<file path="src/common/ls_ldo_params.svh">
/*
 * Offsets, field positions, masks and per-variant reset values of the two
 * switch/regulator control registers.
 * Assumes inclusion by bare name from a design or bench file.
 */
`ifndef LS_LDO_PARAMS_SVH
`define LS_LDO_PARAMS_SVH

`define FIRST_CTRL_OFFSET 8'h14
`define SECOND_CTRL_OFFSET 8'h15
`define ROLE_BIT 5
`define CODE_MSB 4
`define CODE_LSB 0
`define WRITABLE_MASK 8'h3f
// per-variant reset bytes, variants a to d
`define FIRST_RESET_A 8'h06
`define FIRST_RESET_B 8'h3f
`define FIRST_RESET_C 8'h26
`define FIRST_RESET_D 8'h26
`define SECOND_RESET_A 8'h15
`define SECOND_RESET_B 8'h3f
`define SECOND_RESET_C 8'h3f
`define SECOND_RESET_D 8'h3f

`endif

</file>
<file path="src/common/ls_ldo_pkg.sv">
/*
 * Types for the switch/regulator control register bank.
 * Assumes nothing beyond a SystemVerilog compiler.
 */
package ls_ldo_pkg;
	// device variant selecting the reset values
	typedef enum logic [1:0] {
		VARIANT_A = 2'h0,
		VARIANT_B = 2'h1,
		VARIANT_C = 2'h2,
		VARIANT_D = 2'h3
	} variant_t;
	// output role held in the mode bit
	typedef enum logic {
		ROLE_LOAD_SWITCH = 1'h0,
		ROLE_REGULATOR = 1'h1
	} role_t;
endpackage : ls_ldo_pkg

</file>
<file path="src/ctrl_reg_byte.sv">
/*
 * One byte-wide switch/regulator control register: six writable bits,
 * two reserved bits that read zero.
 * Assumes write strobe already qualified by address and unlock.
 */
`timescale 1ns/1ps
`include "ls_ldo_params.svh"
module ctrl_reg_byte
	import ls_ldo_pkg::*;
#(
	parameter logic [7:0] RESET_VALUE = 8'h00
) (
	input wire logic sys_clk_i, // register clock
	input wire logic rstn_i, // synchronous reset, active low
	input wire logic wr_i, // accepted write strobe
	input wire logic [7:0] wdata_i, // write data
	output logic [7:0] value_o // stored byte, reserved bits zero
);
	logic [7:0] value_q;
	logic [7:0] value_d;

	// reserved bits masked on the way in, so they never hold a one
	assign value_d = wr_i ? (wdata_i & `WRITABLE_MASK) : value_q;
	assign value_o = value_q;

	// storage, reset restores the variant default
	always_ff @(posedge sys_clk_i) begin
		if (!rstn_i) begin
			value_q <= RESET_VALUE & `WRITABLE_MASK;
		end else begin
			value_q <= value_d;
		end
	end
endmodule : ctrl_reg_byte

</file>
<file path="src/load_switch_ldo_config_regs.sv">
/*
 * Control register pair for two FET outputs, each a load switch or a
 * linear regulator with a 5-bit voltage code.
 * Holds the offset decode, the unlock gating of stores, the read select,
 * the per-variant reset choice and the level outputs that tell the analog
 * side which role each FET plays and which voltage code applies.
 * Enable bits, rail sequencing and the password state machine live
 * elsewhere; only the unlock result reaches this bank.
 * Assumes the serial register interface delivers one-cycle write strobes
 * with an 8-bit offset, and flags when the password unlock is satisfied
 * for the current write.
 * Assumes every input is synchronous to the register clock, so no
 * synchroniser is placed here.
 * Assumes reads have no side effects: the read data is a plain select of
 * the stored bytes, valid whenever the offset is steady.
 * Assumes the analog side heeds a voltage code only while the matching
 * role bit selects the regulator.
 */
// Summary of operation
// - first output bit 5: switch or regulator
// - first output bits 4-0: regulator voltage code
// - second output bit 5: switch or regulator
// - second output bits 4-0: regulator voltage code
// - first register bits 7-6 read zero
// - second register bits 7-6 read zero
// - second register writes need password unlock
// - second register sits at offset 0x15
// - first register at 0x14, also protected
`timescale 1ns/1ps
`include "ls_ldo_params.svh"
module load_switch_ldo_config_regs
	import ls_ldo_pkg::*;
#(
	parameter variant_t VARIANT = VARIANT_A
) (
	input wire logic sys_clk_i, // register clock, 125 MHz
	input wire logic rstn_i, // synchronous reset, active low
	input wire logic [7:0] addr_i, // register offset
	input wire logic wr_i, // write strobe, one cycle
	input wire logic [7:0] wdata_i, // write data
	input wire logic unlocked_i, // password unlock valid for this write
	output logic [7:0] rdata_o, // read data, zero when unmapped
	output logic hit_o, // offset belongs to this bank
	output role_t first_output_role_select_o, // first output role
	output logic [4:0] first_output_voltage_code_o, // first regulator code
	output role_t second_output_role_select_o, // second output role
	output logic [4:0] second_output_voltage_code_o // second regulator code
);
	// field geometry, taken once from the shared constants
	localparam int ROLE_POS = `ROLE_BIT;
	localparam int CODE_HI = `CODE_MSB;
	localparam int CODE_LO = `CODE_LSB;
	localparam int CODE_WIDTH = CODE_HI - CODE_LO + 1;
	localparam logic [7:0] KEEP_MASK = `WRITABLE_MASK; // role bit and code field
	localparam logic [7:0] RSVD_MASK = ~KEEP_MASK; // bits that always read zero
	localparam logic [7:0] ROLE_MASK = 8'h01 << ROLE_POS;
	localparam logic [7:0] CODE_MASK = ((8'h01 << CODE_WIDTH) - 8'h01) << CODE_LO;
	localparam logic [7:0] FIRST_OFFSET = `FIRST_CTRL_OFFSET;
	localparam logic [7:0] SECOND_OFFSET = `SECOND_CTRL_OFFSET;

	// reset byte of one register for one variant, worked out at elaboration
	function automatic logic [7:0] variant_reset(input variant_t variant, input logic pick_second);
		logic [7:0] value;
		value = 8'h00;
		if (pick_second) begin
			case (variant)
				VARIANT_A: begin
					value = `SECOND_RESET_A;
				end
				VARIANT_B: begin
					value = `SECOND_RESET_B;
				end
				VARIANT_C: begin
					value = `SECOND_RESET_C;
				end
				VARIANT_D: begin
					value = `SECOND_RESET_D;
				end
				default: begin
					value = 8'h00;
				end
			endcase
		end else begin
			case (variant)
				VARIANT_A: begin
					value = `FIRST_RESET_A;
				end
				VARIANT_B: begin
					value = `FIRST_RESET_B;
				end
				VARIANT_C: begin
					value = `FIRST_RESET_C;
				end
				VARIANT_D: begin
					value = `FIRST_RESET_D;
				end
				default: begin
					value = 8'h00;
				end
			endcase
		end
		return value;
	endfunction : variant_reset

	// variant reset bytes picked at elaboration
	localparam logic [7:0] FIRST_RESET = variant_reset(VARIANT, 1'b0);
	localparam logic [7:0] SECOND_RESET = variant_reset(VARIANT, 1'b1);

	// variant must name one of the four reset sets
	if (!(VARIANT inside {VARIANT_A, VARIANT_B, VARIANT_C, VARIANT_D})) begin : g_bad_variant
		$error("variant parameter names no reset set");
	end

	// code ports are five bits, so the field must be too
	if (CODE_WIDTH != 5) begin : g_bad_code_width
		$error("voltage code field is not five bits wide");
	end

	// code field has to sit inside the byte
	if (CODE_LO < 0 || CODE_HI > 7) begin : g_bad_code_place
		$error("voltage code field lies outside the byte");
	end

	// role bit has to sit inside the byte
	if (ROLE_POS < 0 || ROLE_POS > 7) begin : g_bad_role_place
		$error("role bit lies outside the byte");
	end

	// role output carries a single mode bit
	if ($bits(role_t) != 1) begin : g_bad_role_type
		$error("role type is not one bit wide");
	end

	// role bit and code field must not share a bit
	if ((ROLE_MASK & CODE_MASK) != 8'h00) begin : g_role_in_code
		$error("role bit overlaps the voltage code field");
	end

	// the store mask keeps exactly the two fields, nothing reserved
	if ((ROLE_MASK | CODE_MASK) != KEEP_MASK) begin : g_bad_keep_mask
		$error("writable mask differs from the role and code fields");
	end

	// two registers on one offset would both answer a read
	if (FIRST_OFFSET == SECOND_OFFSET) begin : g_same_offset
		$error("both control registers share one offset");
	end

	// reset bytes must leave the reserved bits clear
	if ((FIRST_RESET & RSVD_MASK) != 8'h00) begin : g_first_rsvd_reset
		$error("first reset byte sets a reserved bit");
	end

	if ((SECOND_RESET & RSVD_MASK) != 8'h00) begin : g_second_rsvd_reset
		$error("second reset byte sets a reserved bit");
	end

	// selects and store strobes
	logic first_sel;
	logic second_sel;
	logic write_open; // strobe with the unlock satisfied
	logic first_wr;
	logic second_wr;

	// stored bytes, read terms and field slices
	logic [7:0] first_value;
	logic [7:0] second_value;
	logic [7:0] first_rd;
	logic [7:0] second_rd;
	logic first_role_bit;
	logic [4:0] first_code;
	logic second_role_bit;
	logic [4:0] second_code;

	// address decode, one select per register
	assign first_sel = (addr_i == FIRST_OFFSET);
	assign second_sel = (addr_i == SECOND_OFFSET);
	assign hit_o = first_sel | second_sel;

	// one unlock flag gates both stores; a locked write is dropped silently
	assign write_open = wr_i & unlocked_i;
	assign first_wr = write_open & first_sel;
	assign second_wr = write_open & second_sel;

	// first register, reserved bits masked inside
	ctrl_reg_byte #(
		.RESET_VALUE(FIRST_RESET)
	) u_first (
		.sys_clk_i(sys_clk_i),
		.rstn_i(rstn_i),
		.wr_i(first_wr),
		.wdata_i(wdata_i),
		.value_o(first_value)
	);

	// second register, same cell with its own reset byte
	ctrl_reg_byte #(
		.RESET_VALUE(SECOND_RESET)
	) u_second (
		.sys_clk_i(sys_clk_i),
		.rstn_i(rstn_i),
		.wr_i(second_wr),
		.wdata_i(wdata_i),
		.value_o(second_value)
	);

	// and-or read select, so an unmapped offset reads zero
	assign first_rd = first_sel ? first_value : 8'h00;
	assign second_rd = second_sel ? second_value : 8'h00;
	assign rdata_o = first_rd | second_rd;

	// field slices of the stored bytes
	assign first_role_bit = first_value[ROLE_POS];
	assign first_code = first_value[CODE_HI:CODE_LO];
	assign second_role_bit = second_value[ROLE_POS];
	assign second_code = second_value[CODE_HI:CODE_LO];

	// level outputs straight from the flops: they move only on a store or reset
	assign first_output_role_select_o = role_t'(first_role_bit);
	assign first_output_voltage_code_o = first_code;
	assign second_output_role_select_o = role_t'(second_role_bit);
	assign second_output_voltage_code_o = second_code;
endmodule : load_switch_ldo_config_regs

</file>
<file path="config.mk">
export PLATFORM = sky130hd
export DESIGN_NAME = load_switch_ldo_config_regs
export DESIGN_NICKNAME = d
export VERILOG_FILES = /design/src/common/ls_ldo_pkg.sv /design/src/ctrl_reg_byte.sv /design/src/load_switch_ldo_config_regs.sv
export VERILOG_INCLUDE_DIRS = /design/src /design/src/common
export SDC_FILE = /design/constraint.sdc
export NUM_CORES = 1
export LEC_CHECK = 0
export BUFFER_PORTS_ARGS = -buffer_cell sky130_fd_sc_hd__buf_2
export CAP_MARGIN = 20
export CELL_PAD_IN_SITES_DETAIL_PLACEMENT = 0
export CELL_PAD_IN_SITES_GLOBAL_PLACEMENT = 1
export CORE_MARGIN = 3
export CORE_UTILIZATION = 26
export DETAILED_ROUTE_END_ITERATION = 7
export GPL_TIMING_DRIVEN = 0
export PLACE_DENSITY = 0.76
export SLEW_MARGIN = 10
export SYNTH_ARGS = -nofsm -noshare
export SYNTH_HDL_FRONTEND = slang
export SYNTH_SLANG_ARGS = --single-unit
</file>
<file path="constraint.sdc">
create_clock -name sys_clk_i -period 1.93 [get_ports sys_clk_i]
set_input_delay 0.386 -clock sys_clk_i [delete_from_list [all_inputs] [get_ports sys_clk_i]]
set_output_delay 0.386 -clock sys_clk_i [all_outputs]
set_load 0.02 [all_outputs]
</file>
# [Word level (Yosys, flattened, before mapping)]
# Cells that the tools add are included.
# W data, S select, Z words.
[totals] word_cells=11 output_inout_bits=21 input_bits=20 regBits=12
[op_classes] eq_ne=2 muxes=2 bitwise_logic=5
[op_table] operator="$eq A8 B5 Y1 const B" count=2
[op_table] operator="$mux W6" count=2
[op_table] operator="$or A6 B6 Y6" count=1
[op_table] operator="$and A1 B1 Y1" count=3
[op_table] operator="$or A1 B1 Y1" count=1

# [Logic depth before layout (Yosys ltp)]
# Gate-level depths: netlist (run 1).
[depth] ltp_word=3 mapped_depth=5 ltp_nobuf=3

# [Cells and area by module]
# Synthesis (run 1) repeated with hierarchy kept, for this count alone.
[hier_totals] cells_unflattened=70 area_unflattened_um2=714.4
[by_module_without_submodules] mod="ctrl_reg_byte (u_first)" instances=1 area_per_inst_um2=242.7 seq_area_each_um2=120.1 cells_each=22
[by_module_without_submodules] mod="ctrl_reg_byte (u_second)" instances=1 area_per_inst_um2=240.2 seq_area_each_um2=120.1 cells_each=22
[by_module_without_submodules] mod="load_switch_ldo_config_regs" instances=1 area_per_inst_um2=231.5 seq_area_each_um2=0.0 cells_each=26

# [Worst setup path before layout (run 1)]
# No wires, ideal clock.
[synth_timing] path_kind="input to output" startpoint="in addr_i[6]" endpoint="out rdata_o[0]" path_buffers=1 t_arrival_ns=1.644 path_stages=4 path_slack_ns=-0.100 cell_sequence="or4b_4 > or2_1 > clkbuf_1 > nor2_1"
[synth_via] elab_chain_cells=3
[synth_rtl] element="from (decl)" line="load_switch_ldo_config_regs.sv:38" source="input wire logic [7:0] addr_i,"
[synth_rtl] element="$eq A8 B5 Y1, on equally long branches" line="load_switch_ldo_config_regs.sv:176, load_switch_ldo_config_regs.sv:177"
[synth_rtl] element="$mux W6, on equally long branches" line="load_switch_ldo_config_regs.sv:208, load_switch_ldo_config_regs.sv:209"
[synth_rtl] element="$or A6 B6 Y6 (*)" line="load_switch_ldo_config_regs.sv:210" source="assign rdata_o = first_rd | second_rd;"
[synth_rtl] element="to (decl)" line="load_switch_ldo_config_regs.sv:42" source="output logic [7:0] rdata_o,"
# Every way passes the cells marked *; elsewhere a longest branch is shown, timed or not.

# [Worst setup path in the final report (run 1)]
[layout_timing] startpoint="in addr_i[1]" endpoint="out rdata_o[2]"
# Same word-level chain as after synthesis.

==> impl_metrics.tcl, run 1 <==
set metrics [dict create \
    final_cell_mix "buf_2, mux2i_1, nand2_1, dfxtp_1" \
    fmax_mhz 499.4 \
    die_area_um2 3192 \
    fin_skew_ns 0 \
    vdd_drop_max_v 0.0003429 \
    worstPathRequired_ns 1.54 \
    hold_path.class "input port to flop" \
    violations "negative setup slack" \
    ys_ff_latch 12 \
    wl_um 1747 \
    ys_warn_count 0 \
    io_buffers 35 \
    tritoncts "done" \
    grt_pass1_wl_um 2918 \
    numCtsBuffers 3 \
    antenna_found_initial 0 \
    cp_common_cell "buf_6" \
    clk_latency_ns 0.26 \
    critPathMaxStageDelay_ns 0.53 \
    drive_gt1_share_pct 50.00 \
    setup-tns-final_ns -0.4111 \
    gr-total-overflow 0 \
    first_iter_violations 7 \
    wl_per_cell_um 12.30 \
    synthTopCellsByArea "dfxtp_1, mux2i_1, nor2b_1" \
    clock_sinks 12 \
    final_common_cell "buf_2" \
    track_usage_pct 11.46 \
    root_buffer "clkbuf_4" \
    synthesis.instances 73 \
    arrival_ns 1.62 \
    avgSynthCellArea_um2 9.084 \
    path_class "input port to output pin" \
    synth_area_leader_cell "dfxtp_1" \
    end_kind "output pin" \
    core_um2 2318 \
    rsz0062_at_grt "true" \
    setup_slack_ns -0.07238 \
    worst_setup_path_start_kind "input port" \
    chipWidth_um 56.50 \
    slowest_stage "or4b_4" \
    nNetsFinal 136 \
    area_growth_pct 55.47 \
    ios 41 \
    worst_slew_pin_slew_ns 0.6208 \
    fp.dieH_um 56.50 \
    vias 634 \
    postRouteAntennaNets 0 \
    finalSetupViolCount 7 \
    fin_crit_ns 2.002 \
    hpwlAfterDp_um 1356 \
    clk_pin_slew_ns 0.07 \
    dp_slack_ns -0.2460 \
    worstPathCellList "buf_6 > or4b_4 > or2_4 > buf_12 > nor2_4 > buf_6" \
    synth_top_area_share_pct 36.23 \
    outcome "complete, but fails checks" \
    cp_max_fo 7 \
    nFillCells 236 \
    cts_hold_buf 0 \
    drt-pass1-iter-count 4 \
    yosysUniqueCellTypes 18 \
    clock_path_buffers 2 \
    grt_max_degree 11 \
    final_max_slew_viol_count 0 \
    dpl-instance-area_um2 925.9 \
    final-hold-violation-count 0 \
    slew_headroom_pct 58.30 \
    viasPerCell 4.465 \
    power.total_mw 0.4587 \
    gp_congestion 0.6621 \
    drc 0 \
    pwr_density_cell_nw_per_um2 444.9 \
    grt_pass1_vias 615 \
    cts_max_level 1 \
    ys_seq_area_share_pct 36.23 \
    start_util_pct 28.60 \
    finalCritPeriodShare_pct 103.8 \
    maxCapViolCount 0 \
    num_rows 17 \
    rrSetupSlack_ns 1.28 \
    leakagePower_nw 0.4957 \
    diodes 0 \
    syn_area_um2 663.1 \
    post-route-cell-area_um2 1031 \
]
-- flip-flops by register name (all words and copies together) (netlist names) --
register	cells
u_first.value_o	6
u_second.value_o	6
-- Yosys cell counts, drive strengths merged --
| cell type | instances |
|---|---|
| mux2i | 18 |
| nand2 | 13 |
| dfxtp | 12 |
| nor2b | 9 |
| nor2 | 6 |
| buf | 5 |
| clkbuf | 2 |
| inv | 2 |
| conb | 1 |
| nor4 | 1 |
| or2 | 1 |
| or3b | 1 |
| or4 | 1 |
| or4b | 1 |
-- cell type report --
cell class | count | area (um2) | share of cell area [%]
Multi-Input combinational cell | 53 | 426.7 | 41.38
Buffer | 7 | 58.81 | 5.704
Clock buffer | 3 | 22.52 | 2.184
Timing Repair Buffer | 37 | 240.2 | 23.30
Tap cell | 28 | 35.03 | 3.398
Inverter | 2 | 7.507 | 0.7282
Sequential cell | 12 | 240.2 | 23.30
-- cell families after synthesis --
family                 share of synthesized area, %
and+or+nand+nor                               28.49
muxes                                         27.17
DFF                                           36.23
buffers and inverters                         7.544
other                                        0.5655
-- metrics by stage --
stage,utilization (%),hold WS [ns],instances
3_5_place_dp,39.94,0.4719,137
6_report,44.47,0.3806,142
5_1_grt,44.47,0.3867,142
2_1_floorplan,-,0.5248,74
3_3_place_gp,39.94,0.4584,137
4_1_cts,43.77,0.3735,141
-- worst paths after layout --
kind	from	to	cells past startpoint
worst max register to register	u_second.value_o[5]$_SDFFE_PN0P_	u_second.value_o[5]$_SDFFE_PN0P_	2
worst min register to register	u_first.value_o[4]$_SDFFE_PN0P_	u_first.value_o[4]$_SDFFE_PN0P_	2
worst max-delay path	addr_i[1]	rdata_o[2]	6
worst min-delay path	wdata_i[0]	u_first.value_o[0]$_SDFFE_PN0P_	3
-- where the power goes --
part           internal [mW]  switching (mW)  total, mW
sequential             0.247        0.000126      0.248
combinational         0.0315          0.0314     0.0629
clock                 0.0719          0.0762      0.148
-- per-layer routing --
layer / track usage (%) / up-vias / wire, um
met2: 17.33 / 29 / 808
met1: 15.00 / 288 / 765
met4: 3.051 / 0 / 0
met3: 4.598 / 0 / 173
li1: - / 317 / -
met5: 0 / - / 0
-- critical path, delay by kind of cell --
family                 cells  cell delay, ns
buffers and inverters      3            0.36
and+or+nand+nor            3            0.87
-- repair_timing --
item | in CTS | in global routing
buffers inserted | 1 | 1
resized for setup | 17 | 3
pin swaps | 2 | 1
setup endpoints to repair | 7 | 7
Note: power is estimated with default switching activity, not from simulation.
==> run 2, diff against run 1 <==
SKIP_LAST_GASP = 1   (was not set)
==> run 2 against run 1 <==
The flow still finishes with violations (negative setup slack); core utilization unchanged; combinational power about the same; clock power about the same; via count up 0.16%; sequential cell count unchanged.
==> impl_metrics.tcl, run 2 (synthesized netlist as in run 1, its figures left out) <==
set metrics [dict create \
    final_common_cell "buf_2" \
    vias 635 \
    fin_crit_ns 2.003 \
    hpwlAfterDp_um 1356 \
    finalSetupViolCount 8 \
    gp_congestion 0.6621 \
    outcome "complete, but fails checks" \
    worst_slew_pin_slew_ns 0.6211 \
    start_util_pct 28.60 \
    nNetsFinal 136 \
    rsz0062_at_grt "true" \
    arrival_ns 1.62 \
    setup_slack_ns -0.07254 \
    worst_setup_path_start_kind "input port" \
    path_class "input port to output pin" \
    worstReg2RegStart "u_second.value_o[5]$_SDFFE_PN0P_" \
    r2r-end "u_second.value_o[5]$_SDFFE_PN0P_" \
    antenna_found_initial 0 \
    dp_slack_ns -0.2460 \
    slowest_stage "or4b_4" \
    fin_skew_ns 0 \
    rrSetupSlack_ns 1.28 \
    grt_max_degree 11 \
    hold_path_depth 3 \
    drive_gt1_share_pct 50.00 \
    worstPathRequired_ns 1.54 \
    final_max_slew_viol_count 0 \
    slew_headroom_pct 58.28 \
    worstPathCellList "buf_6 > or4b_4 > or2_4 > buf_12 > nor2_4 > buf_6" \
    root_buffer "clkbuf_4" \
    wl_um 1750 \
    critPathMaxStageDelay_ns 0.53 \
    power.total_mw 0.4586 \
    ios 41 \
    whs_endpoint "u_first.value_o[0]$_SDFFE_PN0P_" \
    worst-path-buf-inv 3 \
    hp-start "wdata_i[0]" \
    io_buffers 35 \
    die_area_um2 3192 \
    final-hold-violation-count 0 \
    cts_max_level 1 \
    cp_top_family "simple AND/OR/NAND/NOR gates" \
    first_iter_violations 6 \
    clk_pin_slew_ns 0.07 \
    clk_latency_ns 0.26 \
    clock_sinks 12 \
    gr-total-overflow 0 \
    grt_pass1_vias 615 \
    maxCapViolCount 0 \
    fp.dieH_um 56.50 \
    track_usage_pct 11.46 \
    violations "negative setup slack" \
    diodes 0 \
    drc 0 \
    reg2reg_depth 2 \
    fmax_mhz 499.4 \
    viasPerCell 4.472 \
    vdd_drop_max_v 0.0003429 \
    grt_pass1_wl_um 2918 \
    tritoncts "done" \
    chipWidth_um 56.50 \
    area_growth_pct 55.47 \
    hold_path.class "input port to flop" \
    numCtsBuffers 3 \
    num_rows 17 \
    core_um2 2318 \
    cts_hold_buf 0 \
    finalCritPeriodShare_pct 103.8 \
    cp_common_cell "buf_6" \
    clock_path_buffers 2 \
    wl_per_cell_um 12.32 \
    postRouteAntennaNets 0 \
    end_kind "output pin" \
    leakagePower_nw 0.4957 \
    nFillCells 236 \
    pwr_density_cell_nw_per_um2 444.9 \
    drt-pass1-iter-count 4 \
    final_cell_mix "buf_2, mux2i_1, nand2_1, dfxtp_1" \
    cp_max_fo 7 \
]
## run 2: cell counts in the layout (fill, tap and decap cells not counted)
Identical to the previous run, type by type.
## run 2: what timing repair did
action | CTS | global route
resized for setup | 17 | 3
buffers inserted | 1 | 1
pin swaps | 2 | 0
setup endpoints to repair | 7 | 7
hold endpoints to repair | 0 | 0
## run 2: how the worst max path moves through the flow
stage,slack (ns),end,cells past startpoint,startpoint
after detailed placement,-0.25,rdata_o[2],6,addr_i[6]
final,-0.07,rdata_o[2],6,addr_i[1]
after floorplan,0.01,rdata_o[0],4,addr_i[6]
after global routing,-0.11,rdata_o[2],6,addr_i[1]
after global placement,-0.23,rdata_o[2],6,addr_i[6]
after CTS,-0.1,rdata_o[2],6,addr_i[1]
## run 2: where the power goes
part           internal [mW]  switching [mW]
clock network         0.0719          0.0762
logic                 0.0315          0.0314
registers              0.247        0.000126
## run 2: layout make-up
class / instances / area, um2 / area share [%]
Buffer: 7 / 58.81 / 5.704
Sequential cell: 12 / 240.2 / 23.30
Timing Repair Buffer: 37 / 240.2 / 23.30
Multi-Input combinational cell: 53 / 426.7 / 41.38
Inverter: 2 / 7.507 / 0.7282
Clock buffer: 3 / 22.52 / 2.184
Tap cell: 28 / 35.03 / 3.398
## run 2: tightest hold or removal path, stage by stage
cell and delay [ns]:
buf_2 0.10, nand2_1 0.05, mux2i_1 0.06
## run 2: metal layers
| metal | vias to the layer above | share of wire [%] | global-route usage, % |
|---|---|---|---|
| met5 | - | 0 | 0 |
| met4 | 0 | 0 | 3.051 |
| met3 | 0 | 9.9 | 4.598 |
| met2 | 29 | 46 | 17.33 |
| met1 | 289 | 44 | 15.00 |
| li1 | 317 | - | - |
## run 2: per-stage QoR
stage | hold WS (ns) | instance area, um2 | instances | TNS [ns] | util (%)
after floorplan | 0.5248 | 715.7 | 74 | 0 | -
after global placement | 0.4584 | 925.9 | 137 | -1.845 | 39.94
after detailed placement | 0.4719 | 925.9 | 137 | -2.196 | 39.94
after CTS | 0.3735 | 1015 | 141 | -0.5936 | 43.77
after global routing | 0.3867 | 1031 | 142 | -0.9677 | 44.47
final | 0.3806 | 1031 | 142 | -0.4139 | 44.47
